<file path="src/rtl/umf_pkg.sv">
package umf_pkg;
	// register indices on the plain register port
	localparam logic [3:0] ADDR_MODEM_STATUS  = 4'h0;
	localparam logic [3:0] ADDR_SCRATCH       = 4'h1;
	localparam logic [3:0] ADDR_DIV_LOW       = 4'h2;
	localparam logic [3:0] ADDR_DIV_HIGH      = 4'h3;
	localparam logic [3:0] ADDR_PART_ID       = 4'h4;
	localparam logic [3:0] ADDR_PART_REV      = 4'h5;
	localparam logic [3:0] ADDR_ENH_FEATURE   = 4'h6;
	localparam logic [3:0] ADDR_MODEM_CONTROL = 4'h7;
	localparam logic [3:0] ADDR_INT_ENABLE    = 4'h8;
	localparam logic [3:0] ADDR_INT_STATUS    = 4'h9;
	localparam logic [3:0] ADDR_FIFO_CONTROL  = 4'ha;
	localparam logic [3:0] ADDR_STOP_CHAR2    = 4'hb;
	localparam logic [3:0] ADDR_RX_TRIGGER    = 4'hc;
	// reset values
	localparam logic [7:0]  SCRATCH_RESET = 8'hff;
	localparam logic [15:0] DIVISOR_RESET = 16'h0001;
	localparam logic [7:0]  PART_ID_VALUE  = 8'h5a; // arbitrary value
	localparam logic [7:0]  PART_REV_VALUE = 8'h3c; // arbitrary value
	localparam logic [4:0]  RX_TRIGGER_RESET = 5'h08;
	// field positions
	localparam int MC_DTR = 0;
	localparam int MC_RTS = 1;
	localparam int MC_OUT1 = 2;
	localparam int MC_OUT2 = 3;
	localparam int MC_LOOP = 4;
	localparam int EF_ENH = 4;
	localparam int EF_SPECIAL = 5;
	localparam int EF_AUTO_RTS = 6;
	localparam int EF_AUTO_CTS = 7;
	localparam int IE_MODEM = 3;
	localparam int IE_SPECIAL = 5;
	// gated enhanced bit masks
	localparam logic [7:0] MASK_IE_ENH = 8'hf0;
	localparam logic [7:0] MASK_IS_ENH = 8'h30;
	localparam logic [7:0] MASK_FC_ENH = 8'h30;
	localparam logic [7:0] MASK_MC_ENH = 8'he4;
	// prescaled oversampling
	localparam logic [3:0] OVERSAMPLE_LAST = 4'hf;
	localparam logic [1:0] PRESCALE_LAST   = 2'h3;
	// modem pins, active low at the pins
	typedef struct packed {
		logic ctsN;
		logic dsrN;
		logic riN;
		logic cdN;
	} umf_modem_in_t;
	// transmit flow and receive compare selection
	typedef enum {TXF_NONE, TXF_PAIR1, TXF_PAIR2, TXF_BOTH} umf_txflow_t;
	typedef enum {RXF_NONE, RXF_PAIR1, RXF_PAIR2, RXF_EITHER, RXF_SEQUENCE} umf_rxflow_t;
endpackage

</file>
<file path="src/rtl/umf_uart_modem.sv">
// What this block does
// - ring delta flag on ring pin rising
// - carrier delta flag on any carrier change
// - auto CTS pauses transmit after current character
// - CTS status is inverted pin, loopback RTS
// - DSR status is inverted pin, loopback DTR
// - ring status inverted pin, loopback control bit2
// - carrier status inverted pin, loopback bit3
// - scratch byte read/write, resets to ff
// - baud tick is clock/16/divisor, or clock/64/divisor with control bit7 set
// - read-only part identification register
// - read-only part revision register
// - decode transmit flow selection bits
// - decode receive compare bits
// - dual mode pairs two characters as sequence
// - enhanced enable gates writes to enhanced bits
// - reset clears all gated enhanced bits
// - special character match sets status bit4
// - pair2 compare drops match, raises interrupts
// - auto RTS deasserts above trigger, reasserts below
// - RTS follows control bit when auto off
// - loopback bit routes control to status inputs
//
// Our own choices: the register offsets and the address-and-strobe port.
`timescale 1ns/1ps
`default_nettype none
module umf_uart_modem
	import umf_pkg::*;
(
	// clock and reset
	input  wire logic              clk,
	input  wire logic              rstn,
	// register port
	input  wire logic [3:0]        regAddr,
	input  wire logic [7:0]        regWdata,
	input  wire logic              regWr,
	input  wire logic              regRd,
	output logic      [7:0]        regRdata,
	// modem pins
	input  wire umf_pkg::umf_modem_in_t modemPins,
	output logic                   rtsN,
	output logic                   dtrN,
	// transmitter and receiver side
	input  wire logic              txCharDone,
	output logic                   txAllowed,
	input  wire logic              rxValid,
	input  wire logic [7:0]        rxChar,
	input  wire logic [4:0]        rxFill,
	output logic                   rxStore,
	output logic                   baudTick,
	output logic                   modemIrq,
	output logic                   specialIrq,
	output logic                   stopCharIrq,
	output logic                   rxTriggerIrq,
	output logic                   txSendPair2
);
	import umf_pkg::*;

	////////////////////////////////////////////////////////////////
	// registers
	logic [7:0]  scratch_q;        // general purpose byte
	logic [15:0] divisor_q;        // baud divisor
	logic [7:0]  efr_q;            // enhanced feature control
	logic [7:0]  mcr_q;            // modem control
	logic [7:0]  ier_q;            // interrupt enable
	logic [7:0]  isr_q;            // writable interrupt status bits
	logic [7:0]  fcr_q;            // fifo control
	logic [7:0]  stop2_q;          // second stop character
	logic [4:0]  rxTrig_q;         // receive trigger level
	logic [3:0]  delta_q;          // modem status delta flags
	logic [3:0]  sync1_q;          // first synchroniser stage
	logic [3:0]  sync2_q;          // second synchroniser stage
	logic [3:0]  prev_q;           // previous effective status
	logic [3:0]  stat;             // effective active-high status
	logic        rtsHold_q;        // auto RTS throttle
	logic        txPause_q;        // auto CTS pause latch
	logic        seqHalf_q;        // first char of sequence seen
	logic [1:0]  pre_q;            // clock prescaler
	logic [3:0]  over_q;           // x16 oversampling counter
	logic [15:0] baudCnt_q;        // divisor counter
	umf_txflow_t txFlow;           // decoded transmit flow
	umf_rxflow_t rxFlow;           // decoded receive compare
	logic        specialHit;       // received char equals second stop char
	logic        dropMatch;        // matched in pair2 compare mode

	// merge a write into a register, enhanced bits only when allowed
	function automatic logic [7:0] gatedWrite(input logic [7:0] old, input logic [7:0] wd,
		input logic [7:0] mask, input logic en);
		logic [7:0] keep;
		keep = en ? 8'h00 : mask;
		return (old & keep) | (wd & ~keep);
	endfunction

	////////////////////////////////////////////////////////////////
	// modem pin synchroniser, two flops before any use
	always_ff @(posedge clk or negedge rstn) begin
		if (!rstn) begin
			sync1_q <= 4'hf;
			sync2_q <= 4'hf;
		end else begin
			sync1_q <= {modemPins.ctsN, modemPins.dsrN, modemPins.riN, modemPins.cdN};
			sync2_q <= sync1_q;
		end
	end

	// status: inverted pins, or control bits in loopback
	always_comb begin
		if (mcr_q[MC_LOOP]) begin
			stat = {mcr_q[MC_RTS], mcr_q[MC_DTR], mcr_q[MC_OUT1], mcr_q[MC_OUT2]};
		end else begin
			stat = ~sync2_q;
		end
	end

	////////////////////////////////////////////////////////////////
	// delta flags; a new change beats the read clear
	always_ff @(posedge clk or negedge rstn) begin
		if (!rstn) begin
			prev_q  <= 4'h0;
			delta_q <= 4'h0;
		end else begin
			prev_q <= stat;
			delta_q <= (regRd && regAddr == ADDR_MODEM_STATUS) ? 4'h0 : delta_q;
			if (stat[3] != prev_q[3]) delta_q[0] <= 1'b1;
			if (stat[2] != prev_q[2]) delta_q[1] <= 1'b1;
			// ring status high means pin low: end of ring is status falling
			if (prev_q[1] && !stat[1]) delta_q[2] <= 1'b1;
			if (stat[0] != prev_q[0]) delta_q[3] <= 1'b1;
		end
	end

	// modem interrupt output
	always_ff @(posedge clk or negedge rstn) begin
		if (!rstn) modemIrq <= 1'b0;
		else modemIrq <= ier_q[IE_MODEM] && (delta_q != 4'h0);
	end

	////////////////////////////////////////////////////////////////
	// register writes
	always_ff @(posedge clk or negedge rstn) begin
		if (!rstn) begin
			scratch_q <= SCRATCH_RESET;
			divisor_q <= DIVISOR_RESET;
			efr_q <= 8'h00;
			mcr_q <= 8'h00;
			ier_q <= 8'h00;
			fcr_q <= 8'h00;
			stop2_q <= 8'h00;
			rxTrig_q <= RX_TRIGGER_RESET;
		end else if (regWr) begin
			if (regAddr == ADDR_SCRATCH) begin
				scratch_q <= regWdata;
			end else if (regAddr == ADDR_DIV_LOW) begin
				divisor_q[7:0] <= regWdata;
			end else if (regAddr == ADDR_DIV_HIGH) begin
				divisor_q[15:8] <= regWdata;
			end else if (regAddr == ADDR_ENH_FEATURE) begin
				efr_q <= regWdata;
			end else if (regAddr == ADDR_MODEM_CONTROL) begin
				mcr_q <= gatedWrite(mcr_q, regWdata, MASK_MC_ENH, efr_q[EF_ENH]);
			end else if (regAddr == ADDR_INT_ENABLE) begin
				ier_q <= gatedWrite(ier_q, regWdata, MASK_IE_ENH, efr_q[EF_ENH]);
			end else if (regAddr == ADDR_FIFO_CONTROL) begin
				fcr_q <= gatedWrite(fcr_q, regWdata, MASK_FC_ENH, efr_q[EF_ENH]);
			end else if (regAddr == ADDR_STOP_CHAR2) begin
				stop2_q <= regWdata;
			end else if (regAddr == ADDR_RX_TRIGGER) begin
				rxTrig_q <= regWdata[4:0];
			end
		end
	end

	// interrupt status enhanced bits: writable when enabled, bit4 set by detect
	always_ff @(posedge clk or negedge rstn) begin
		if (!rstn) begin
			isr_q <= 8'h00;
		end else begin
			if (regWr && regAddr == ADDR_INT_STATUS && efr_q[EF_ENH])
				isr_q <= regWdata & MASK_IS_ENH;
			if (specialHit) isr_q[4] <= 1'b1;
		end
	end

	////////////////////////////////////////////////////////////////
	// read mux, data one cycle after the strobe
	always_ff @(posedge clk or negedge rstn) begin
		if (!rstn) begin
			regRdata <= 8'h00;
		end else if (regRd) begin
			// status runs carrier, ring, dsr, cts from the top bit down
			if (regAddr == ADDR_MODEM_STATUS) regRdata <= {stat[0], stat[1], stat[2], stat[3], delta_q};
			else if (regAddr == ADDR_SCRATCH) regRdata <= scratch_q;
			else if (regAddr == ADDR_DIV_LOW) regRdata <= divisor_q[7:0];
			else if (regAddr == ADDR_DIV_HIGH) regRdata <= divisor_q[15:8];
			// id and revision only valid with a zeroed divisor
			else if (regAddr == ADDR_PART_ID) regRdata <= (divisor_q == 16'h0000) ? PART_ID_VALUE : 8'h00;
			else if (regAddr == ADDR_PART_REV) regRdata <= (divisor_q == 16'h0000) ? PART_REV_VALUE : 8'h00;
			else if (regAddr == ADDR_ENH_FEATURE) regRdata <= efr_q;
			else if (regAddr == ADDR_MODEM_CONTROL) regRdata <= mcr_q;
			else if (regAddr == ADDR_INT_ENABLE) regRdata <= ier_q;
			else if (regAddr == ADDR_INT_STATUS) regRdata <= isr_q;
			else if (regAddr == ADDR_FIFO_CONTROL) regRdata <= fcr_q;
			else if (regAddr == ADDR_STOP_CHAR2) regRdata <= stop2_q;
			else if (regAddr == ADDR_RX_TRIGGER) regRdata <= {3'h0, rxTrig_q};
			else regRdata <= 8'h00; // unmapped reads zero
		end else begin
			regRdata <= 8'h00;
		end
	end

	////////////////////////////////////////////////////////////////
	// flow selection decode; software zeroes bits between settings
	always_comb begin
		case (efr_q[3:2])
			2'b10: txFlow = TXF_PAIR1;
			2'b01: txFlow = TXF_PAIR2;
			2'b11: txFlow = TXF_BOTH;
			default: txFlow = TXF_NONE;
		endcase
		case (efr_q[1:0])
			2'b10: rxFlow = RXF_PAIR1;
			2'b01: rxFlow = RXF_PAIR2;
			2'b11: rxFlow = (efr_q[3] ^ efr_q[2]) ? RXF_EITHER : RXF_SEQUENCE;
			default: rxFlow = RXF_NONE;
		endcase
	end

	// second pair send flag: raised when the transmit flow selects pair2 alone or both pairs
	always_ff @(posedge clk or negedge rstn) begin
		if (!rstn) txSendPair2 <= 1'b0;
		else txSendPair2 <= (txFlow == TXF_BOTH) || (txFlow == TXF_PAIR2);
	end

	////////////////////////////////////////////////////////////////
	// special character detect; the compare runs whatever the flow mode
	assign specialHit = efr_q[EF_SPECIAL] && rxValid && rxChar == stop2_q;
	assign dropMatch  = specialHit && rxFlow == RXF_PAIR2;

	// sequence tracker: in sequence mode the first char sets the flag and the next clears it
	always_ff @(posedge clk or negedge rstn) begin
		if (!rstn) seqHalf_q <= 1'b0;
		else if (rxValid) seqHalf_q <= (rxFlow == RXF_SEQUENCE) && !seqHalf_q;
	end

	// store strobe and interrupt pulses
	always_ff @(posedge clk or negedge rstn) begin
		if (!rstn) begin
			rxStore <= 1'b0;
			stopCharIrq <= 1'b0;
			specialIrq <= 1'b0;
		end else begin
			rxStore <= rxValid && !dropMatch;
			stopCharIrq <= dropMatch;
			specialIrq <= specialHit && ier_q[IE_SPECIAL];
		end
	end

	////////////////////////////////////////////////////////////////
	// auto RTS hysteresis around trigger level
	always_ff @(posedge clk or negedge rstn) begin
		if (!rstn) begin
			rtsHold_q <= 1'b0;
			rxTriggerIrq <= 1'b0;
		end else begin
			rxTriggerIrq <= efr_q[EF_AUTO_RTS] && rxFill >= rxTrig_q;
			if (rxFill > rxTrig_q) rtsHold_q <= 1'b1;
			else if (rxFill < rxTrig_q) rtsHold_q <= 1'b0;
		end
	end

	// RTS and DTR pins, active low; control bit must be set for auto to act
	always_ff @(posedge clk or negedge rstn) begin
		if (!rstn) begin
			rtsN <= 1'b1;
			dtrN <= 1'b1;
		end else begin
			rtsN <= !(mcr_q[MC_RTS] && !(efr_q[EF_AUTO_RTS] && rtsHold_q));
			dtrN <= !mcr_q[MC_DTR];
		end
	end

	// auto CTS: pause only at character boundary
	always_ff @(posedge clk or negedge rstn) begin
		if (!rstn) begin
			txPause_q <= 1'b0;
			txAllowed <= 1'b1;
		end else begin
			if (!efr_q[EF_AUTO_CTS] || stat[3]) txPause_q <= 1'b0;
			else if (txCharDone) txPause_q <= 1'b1;
			txAllowed <= !(efr_q[EF_AUTO_CTS] && !stat[3] && (txPause_q || txCharDone));
		end
	end

	////////////////////////////////////////////////////////////////
	// baud tick: prescale, divide by 16, then by divisor
	always_ff @(posedge clk or negedge rstn) begin
		if (!rstn) begin
			pre_q <= 2'h0;
			over_q <= 4'h0;
			baudCnt_q <= 16'h0000;
			baudTick <= 1'b0;
		end else begin
			baudTick <= 1'b0;
			if (pre_q == PRESCALE_LAST || !mcr_q[7]) begin
				pre_q <= 2'h0;
				over_q <= over_q + 4'h1;
				if (over_q == OVERSAMPLE_LAST) begin
					if (baudCnt_q + 16'h1 >= divisor_q) begin
						baudCnt_q <= 16'h0000;
						baudTick <= divisor_q != 16'h0000;
					end else begin
						baudCnt_q <= baudCnt_q + 16'h1;
					end
				end
			end else begin
				pre_q <= pre_q + 2'h1;
			end
		end
	end

	////////////////////////////////////////////////////////////////
	// checks
	AST_SCRATCH_RW: assert property (@(posedge clk) disable iff (!rstn)
		regWr && regAddr == ADDR_SCRATCH |=> scratch_q == $past(regWdata)) else $error("scratch not written");
	AST_LOOP_CTS: assert property (@(posedge clk) disable iff (!rstn)
		mcr_q[MC_LOOP] |-> stat[3] == mcr_q[MC_RTS]) else $error("loopback cts wrong");
	AST_READ_CLEAR: assert property (@(posedge clk) disable iff (!rstn)
		regRd && regAddr == ADDR_MODEM_STATUS && stat == prev_q |=> delta_q == 4'h0) else $error("delta not cleared");
	AST_CD_DELTA: assert property (@(posedge clk) disable iff (!rstn)
		stat[0] != prev_q[0] |=> delta_q[3]) else $error("cd delta missed");
	AST_GATE: assert property (@(posedge clk) disable iff (!rstn)
		regWr && regAddr == ADDR_INT_ENABLE && !efr_q[EF_ENH] |=> ier_q[7:4] == $past(ier_q[7:4])) else $error("gated bits changed");
	AST_ID: assert property (@(posedge clk) disable iff (!rstn)
		regRd && regAddr == ADDR_PART_ID && divisor_q == 16'h0000 |=> regRdata == PART_ID_VALUE) else $error("id wrong");
	AST_DROP: assert property (@(posedge clk) disable iff (!rstn)
		dropMatch |=> !rxStore && stopCharIrq) else $error("pair2 match stored");
	AST_RTS_GPO: assert property (@(posedge clk) disable iff (!rstn)
		!efr_q[EF_AUTO_RTS] ##1 !efr_q[EF_AUTO_RTS] |-> rtsN == !$past(mcr_q[MC_RTS])) else $error("rts not gpo");
	COV_LOOP: cover property (@(posedge clk) mcr_q[MC_LOOP] ##1 regRd);
	COV_SPECIAL: cover property (@(posedge clk) specialHit);
	COV_RTS: cover property (@(posedge clk) rtsHold_q && efr_q[EF_AUTO_RTS]);
	COV_PAIR2_DROP: cover property (@(posedge clk) dropMatch);
	COV_CTS_PAUSE: cover property (@(posedge clk) txPause_q && !txAllowed);

	// status mapping and delta flags
	AST_RI_DELTA: assert property (@(posedge clk) disable iff (!rstn)
		prev_q[1] && !stat[1] |=> delta_q[2]) else $error("ring delta missed");
	AST_LOOP_MAP: assert property (@(posedge clk) disable iff (!rstn)
		regRd && regAddr == ADDR_MODEM_STATUS && mcr_q[MC_LOOP] |=> regRdata[7:4] ==
		{$past(mcr_q[MC_OUT2]), $past(mcr_q[MC_OUT1]), $past(mcr_q[MC_DTR]), $past(mcr_q[MC_RTS])})
		else $error("loopback status order wrong");
	AST_PIN_MAP: assert property (@(posedge clk) disable iff (!rstn)
		regRd && regAddr == ADDR_MODEM_STATUS && !mcr_q[MC_LOOP] |=> regRdata[7:4] ==
		{!$past(sync2_q[0]), !$past(sync2_q[1]), !$past(sync2_q[2]), !$past(sync2_q[3])})
		else $error("pin status order wrong");
	// special characters and the sequence tracker
	AST_SPECIAL_ISR: assert property (@(posedge clk) disable iff (!rstn)
		specialHit |=> isr_q[4]) else $error("special status not set");
	AST_SEQ_OFF: assert property (@(posedge clk) disable iff (!rstn)
		rxValid && rxFlow != RXF_SEQUENCE |=> !seqHalf_q) else $error("sequence half outside sequence mode");
	AST_SEQ_FIRST: assert property (@(posedge clk) disable iff (!rstn)
		rxValid && rxFlow == RXF_SEQUENCE && !seqHalf_q |=> seqHalf_q) else $error("sequence first char lost");
	// hardware flow control
	AST_TX_PAUSE: assert property (@(posedge clk) disable iff (!rstn)
		efr_q[EF_AUTO_CTS] && !stat[3] && txCharDone |=> !txAllowed) else $error("transmit not paused");
	AST_RTS_AUTO: assert property (@(posedge clk) disable iff (!rstn)
		efr_q[EF_AUTO_RTS] && rtsHold_q |=> rtsN) else $error("rts not withdrawn");
	AST_TRIG_IRQ: assert property (@(posedge clk) disable iff (!rstn)
		efr_q[EF_AUTO_RTS] && rxFill >= rxTrig_q |=> rxTriggerIrq) else $error("trigger irq missed");
	// identification and baud generator
	AST_REV: assert property (@(posedge clk) disable iff (!rstn)
		regRd && regAddr == ADDR_PART_REV && divisor_q == 16'h0000 |=> regRdata == PART_REV_VALUE) else $error("rev wrong");
	AST_NO_TICK: assert property (@(posedge clk) disable iff (!rstn)
		divisor_q == 16'h0000 |=> !baudTick) else $error("tick with zero divisor");
endmodule // umf_uart_modem
`default_nettype wire

</file>
<file path="config.mk">
export PLATFORM = sky130hd
export DESIGN_NAME = umf_uart_modem
export DESIGN_NICKNAME = d
export VERILOG_FILES = /design/src/rtl/umf_pkg.sv /design/src/rtl/umf_uart_modem.sv
export SDC_FILE = /design/constraint.sdc
export NUM_CORES = 1
export LEC_CHECK = 0
export BUFFER_PORTS_ARGS = -buffer_cell sky130_fd_sc_hd__buf_2
export CAP_MARGIN = 20
export CORE_ASPECT_RATIO = 1.5
export CORE_MARGIN = 2
export CORE_UTILIZATION = 45
export DETAILED_ROUTE_END_ITERATION = 8
export GPL_ROUTABILITY_DRIVEN = 0
export MAX_ROUTING_LAYER = met4
export PLACE_DENSITY = 0.74
export SYNTH_ARGS = -nofsm -noshare
export SYNTH_HDL_FRONTEND = slang
export SYNTH_SLANG_ARGS = --single-unit
</file>
<file path="constraint.sdc">
create_clock -name clk -period 4.2 [get_ports clk]
set_clock_uncertainty 0.2 [all_clocks]
set_input_delay 0.42 -clock clk [delete_from_list [all_inputs] [get_ports clk]]
set_output_delay 0.42 -clock clk [all_outputs]
set_load 0.02 [all_outputs]
</file>
==> flow_summary.ini <==
[critical_path]
reg2reg_depth = 12
cpMaxStageDelayCell = a21oi_2
crit_required_ns = 4.30
crit_start = baudCnt_q[2]
rr_startpoint = baudCnt_q[2]
critPathArrivalTime_ns = 3.68
startpoint_type = flop
max_stage_delay_ns = 0.57
worst-setup-path-type = flop to flop
crit_path_end_kind = flop
cp_cell_sequence = and3_1, and3_1, nand3_2, nor2_1, xor2_1, ha_1, a21oi_1, o21ai_0, a21oi_1, a21oi_2, nor2_2, mux2_2
worstPathMaxFanout = 17

[die]
io_pins = 53
num_rows = 54
core_mm2 = 0.0145
design.die.area_mm2 = 0.0159
die_y_um = 153
start_util_pct = 46.0
die_x_um = 104

[place]
dp_cells = 843
place_area_mm2 = 0.00705
hpwl_um = 11800
io_buffers = 52

[global_routing]
grt_usage_pct = 22.1
grt_pass1_wl_um = 26800
antenna_found_initial = 0
grt_overflow_total = 0
grt_max_degree = 67
grt_pass1_vias = 5185

[sta]
worstMarginPinSlew_ns = 0.875
period_share_pct = 85.3
rsz0062_at_grt = no
clock.fmax_mhz = 279
drv_slew = 0
holdWs_ns = 0.0633
setup_viol = 0
final-hold-violation-count = 0
final.setup.tns_ns = 0
period_needed_ns = 3.58
slew-limit-headroom_pct = 41.5

[yosys]
synthesis.nets = 684
synth_top_area_cell = dfrtp_1
syn_area_mm2 = 0.00669
yosys.cell_types.count = 68
synth-simple-area-share_pct = 12.9
synthMuxAreaShare_pct = 13.1
syn-instance-count = 625
synth-edff-count = 0
post-synth-top-count-cell = dfrtp_1
synth_ff_type = dfrtp_1
synth.area.top_cells = dfrtp_1 40%, mux2_2 8.4%, dfstp_2 8.2%
yosys.area_share.adder_pct = 4.49
async_flop_share_pct = 100
ys_warn_count = 0
synth_compound_area_share_pct = 12.6
synth_top_family_by_area = multiplexers
yosys-top-cells-count = 108 x dfrtp_1, 65 x nand2_1, 50 x mux2_2
ys_ff_latch = 129
synth_area_per_cell_um2 = 10.7
synth_xor_area_share_pct = 3.67
synth_seq_area_share_pct = 48.7
synth.top_cell.area_share_pct = 40.4

[cells_and_area]
area_growth_pct = 15.6
final_cells = 880
nNetsFinal = 730
postLayoutCellArea_mm2 = 0.00773
fill_cells = 1239
drive_above_1_share_pct = 26.2
antenna_cells = 0
final_util_pct = 53.2

[clock_network]
cts_buffers = 17
cts_tree = done
clk_pin_slew_ns = 0.06
max-clock-path-buffers = 2
cts.sinks = 129
cts-root-buf = clkbuf_16
cts_max_level = 4
clock_latency_ns = 0.42
postCtsSetupRepairBufs = 0

[worst_hold_path]
hold_class = input port to flop
worstHoldStart = rxValid
holdPathStages = 2

[power]
p_per_area_mw_per_mm2 = 524
p_comb_share_pct = 18.9
clock_power_share_pct = 38.7
p_int_mw = 2.87
pwr-share-seq_pct = 42.4
p_sw_share_pct = 29.3
vdd_drop_max_mv = 0.279
power.switching_mw = 1.19
p_leak_nw = 3.52

[outcome]
status = complete, no violations

[routing]
wire_per_inst_um = 18.7
first_pass_iters = 5
routed_wl_um = 16500
drc = 0
vias = 5003
drt_iter0_drc = 345
vias_per_cell = 5.69
ant_nets = 0

[flow_run]
drv_cap = 0
## power by group through the flow
stage | registers [mW] | logic, mW | clock network, mW
final | 1.72 | 0.767 | 1.57
after global placement | 1.71 | 0.727 | 0
after floorplan | 1.68 | 0.542 | 0
after CTS | 1.71 | 0.777 | 1.58
after detailed placement | 1.73 | 0.767 | 0
after global routing | 1.74 | 0.861 | 1.65
## timing repair
action / in CTS / in global routing
hold endpoints to repair: 58 / 0
gates resized for setup: 0 / 0
hold buffers: 5 / 0
setup endpoints to repair: 0 / 0
## state kept, by name, summed over array words and instances (netlist names), 5 cells and up, named ones only
name / count
baudCnt_q: 16
divisor_q: 16
efr_q: 8
fcr_q: 6
regRdata: 8
rxTrig_q: 5
scratch_q: 8
stop2_q: 8
## worst max-delay path, delay by kind of cell, from the launching register on
kind,cells,cell delay [ns]
multiplexers,1,0.32
XOR/XNOR,1,0.10
AND/OR/NAND/NOR,5,1.13
adder cells (fa/ha/maj),1,0.31
AO/OA/AOI/OAI,4,0.96
flip-flops,1,0.44
## per-layer routing
layer | part of all wire, % | GRT usage [%]
met1 | 38 | 24.2
met5 | 0 | -
met3 | 4.9 | 4.09
met4 | 4.4 | 12.0
met2 | 53 | 38.1
## placed cells by master (no fill, tap or decap), types with 5 or more instances in the layout
cell type,netlist,routed
a21oi_1,26,26
a22o_1,7,7
and3_1,9,9
buf_2,16,51
clkbuf_16,0,17
dfrtp_1,108,108
dfstp_2,21,21
dlygate4sd3_1,0,5
ha_1,24,24
inv_1,36,36
mux2_1,13,13
mux2_2,50,50
mux2i_1,12,12
nand2_1,65,65
nand2b_1,10,10
nand3_1,17,17
nand4_1,6,6
nor2_1,25,25
nor2b_1,10,10
nor3_1,7,7
o21a_1,6,6
o21ai_0,34,34
o21ai_1,14,14
xnor2_1,20,20
xor2_1,8,8
## metrics by stage
step	setup slack [ns]	total power, mW
2_1_floorplan	1.29	2.22
3_3_place_gp	0.785	2.44
3_5_place_dp	0.682	2.50
4_1_cts	0.655	4.07
5_1_grt	0.359	4.25
6_report	0.616	4.05
## cell families after synthesis
family | after synthesis
AO/OA/AOI/OAI | 129
XOR/XNOR | 28
adder cells (fa/ha/maj) | 24
buffers and inverters | 69
flip-flops | 129
multiplexers | 77
AND/OR/NAND/NOR | 169
## path summary, 6_finish.rpt
kind | to | slack [ns]
setup / recovery | baudCnt_q[0] | 0.62
hold / removal | rxStore | 0.06
setup reg to reg | baudCnt_q[0] | 0.62
hold reg to reg | sync2_q[3] | 0.15
max in group asynchronous | scratch_q[1] | 2.49
min in group asynchronous | txSendPair2 | 0.44
## final cells by class
type	count	area (µm²)	area share [%]
Clock buffer	19	443	5.73
Clock inverter	13	185	2.40
Inverter	37	139	1.80
Multi-Input combinational cell	427	3120	40.4
Sequential cell	129	3250	42.1
Tap cell	196	245	3.17
Timing Repair Buffer	59	340	4.40
(Power assumes the default switching activity.)
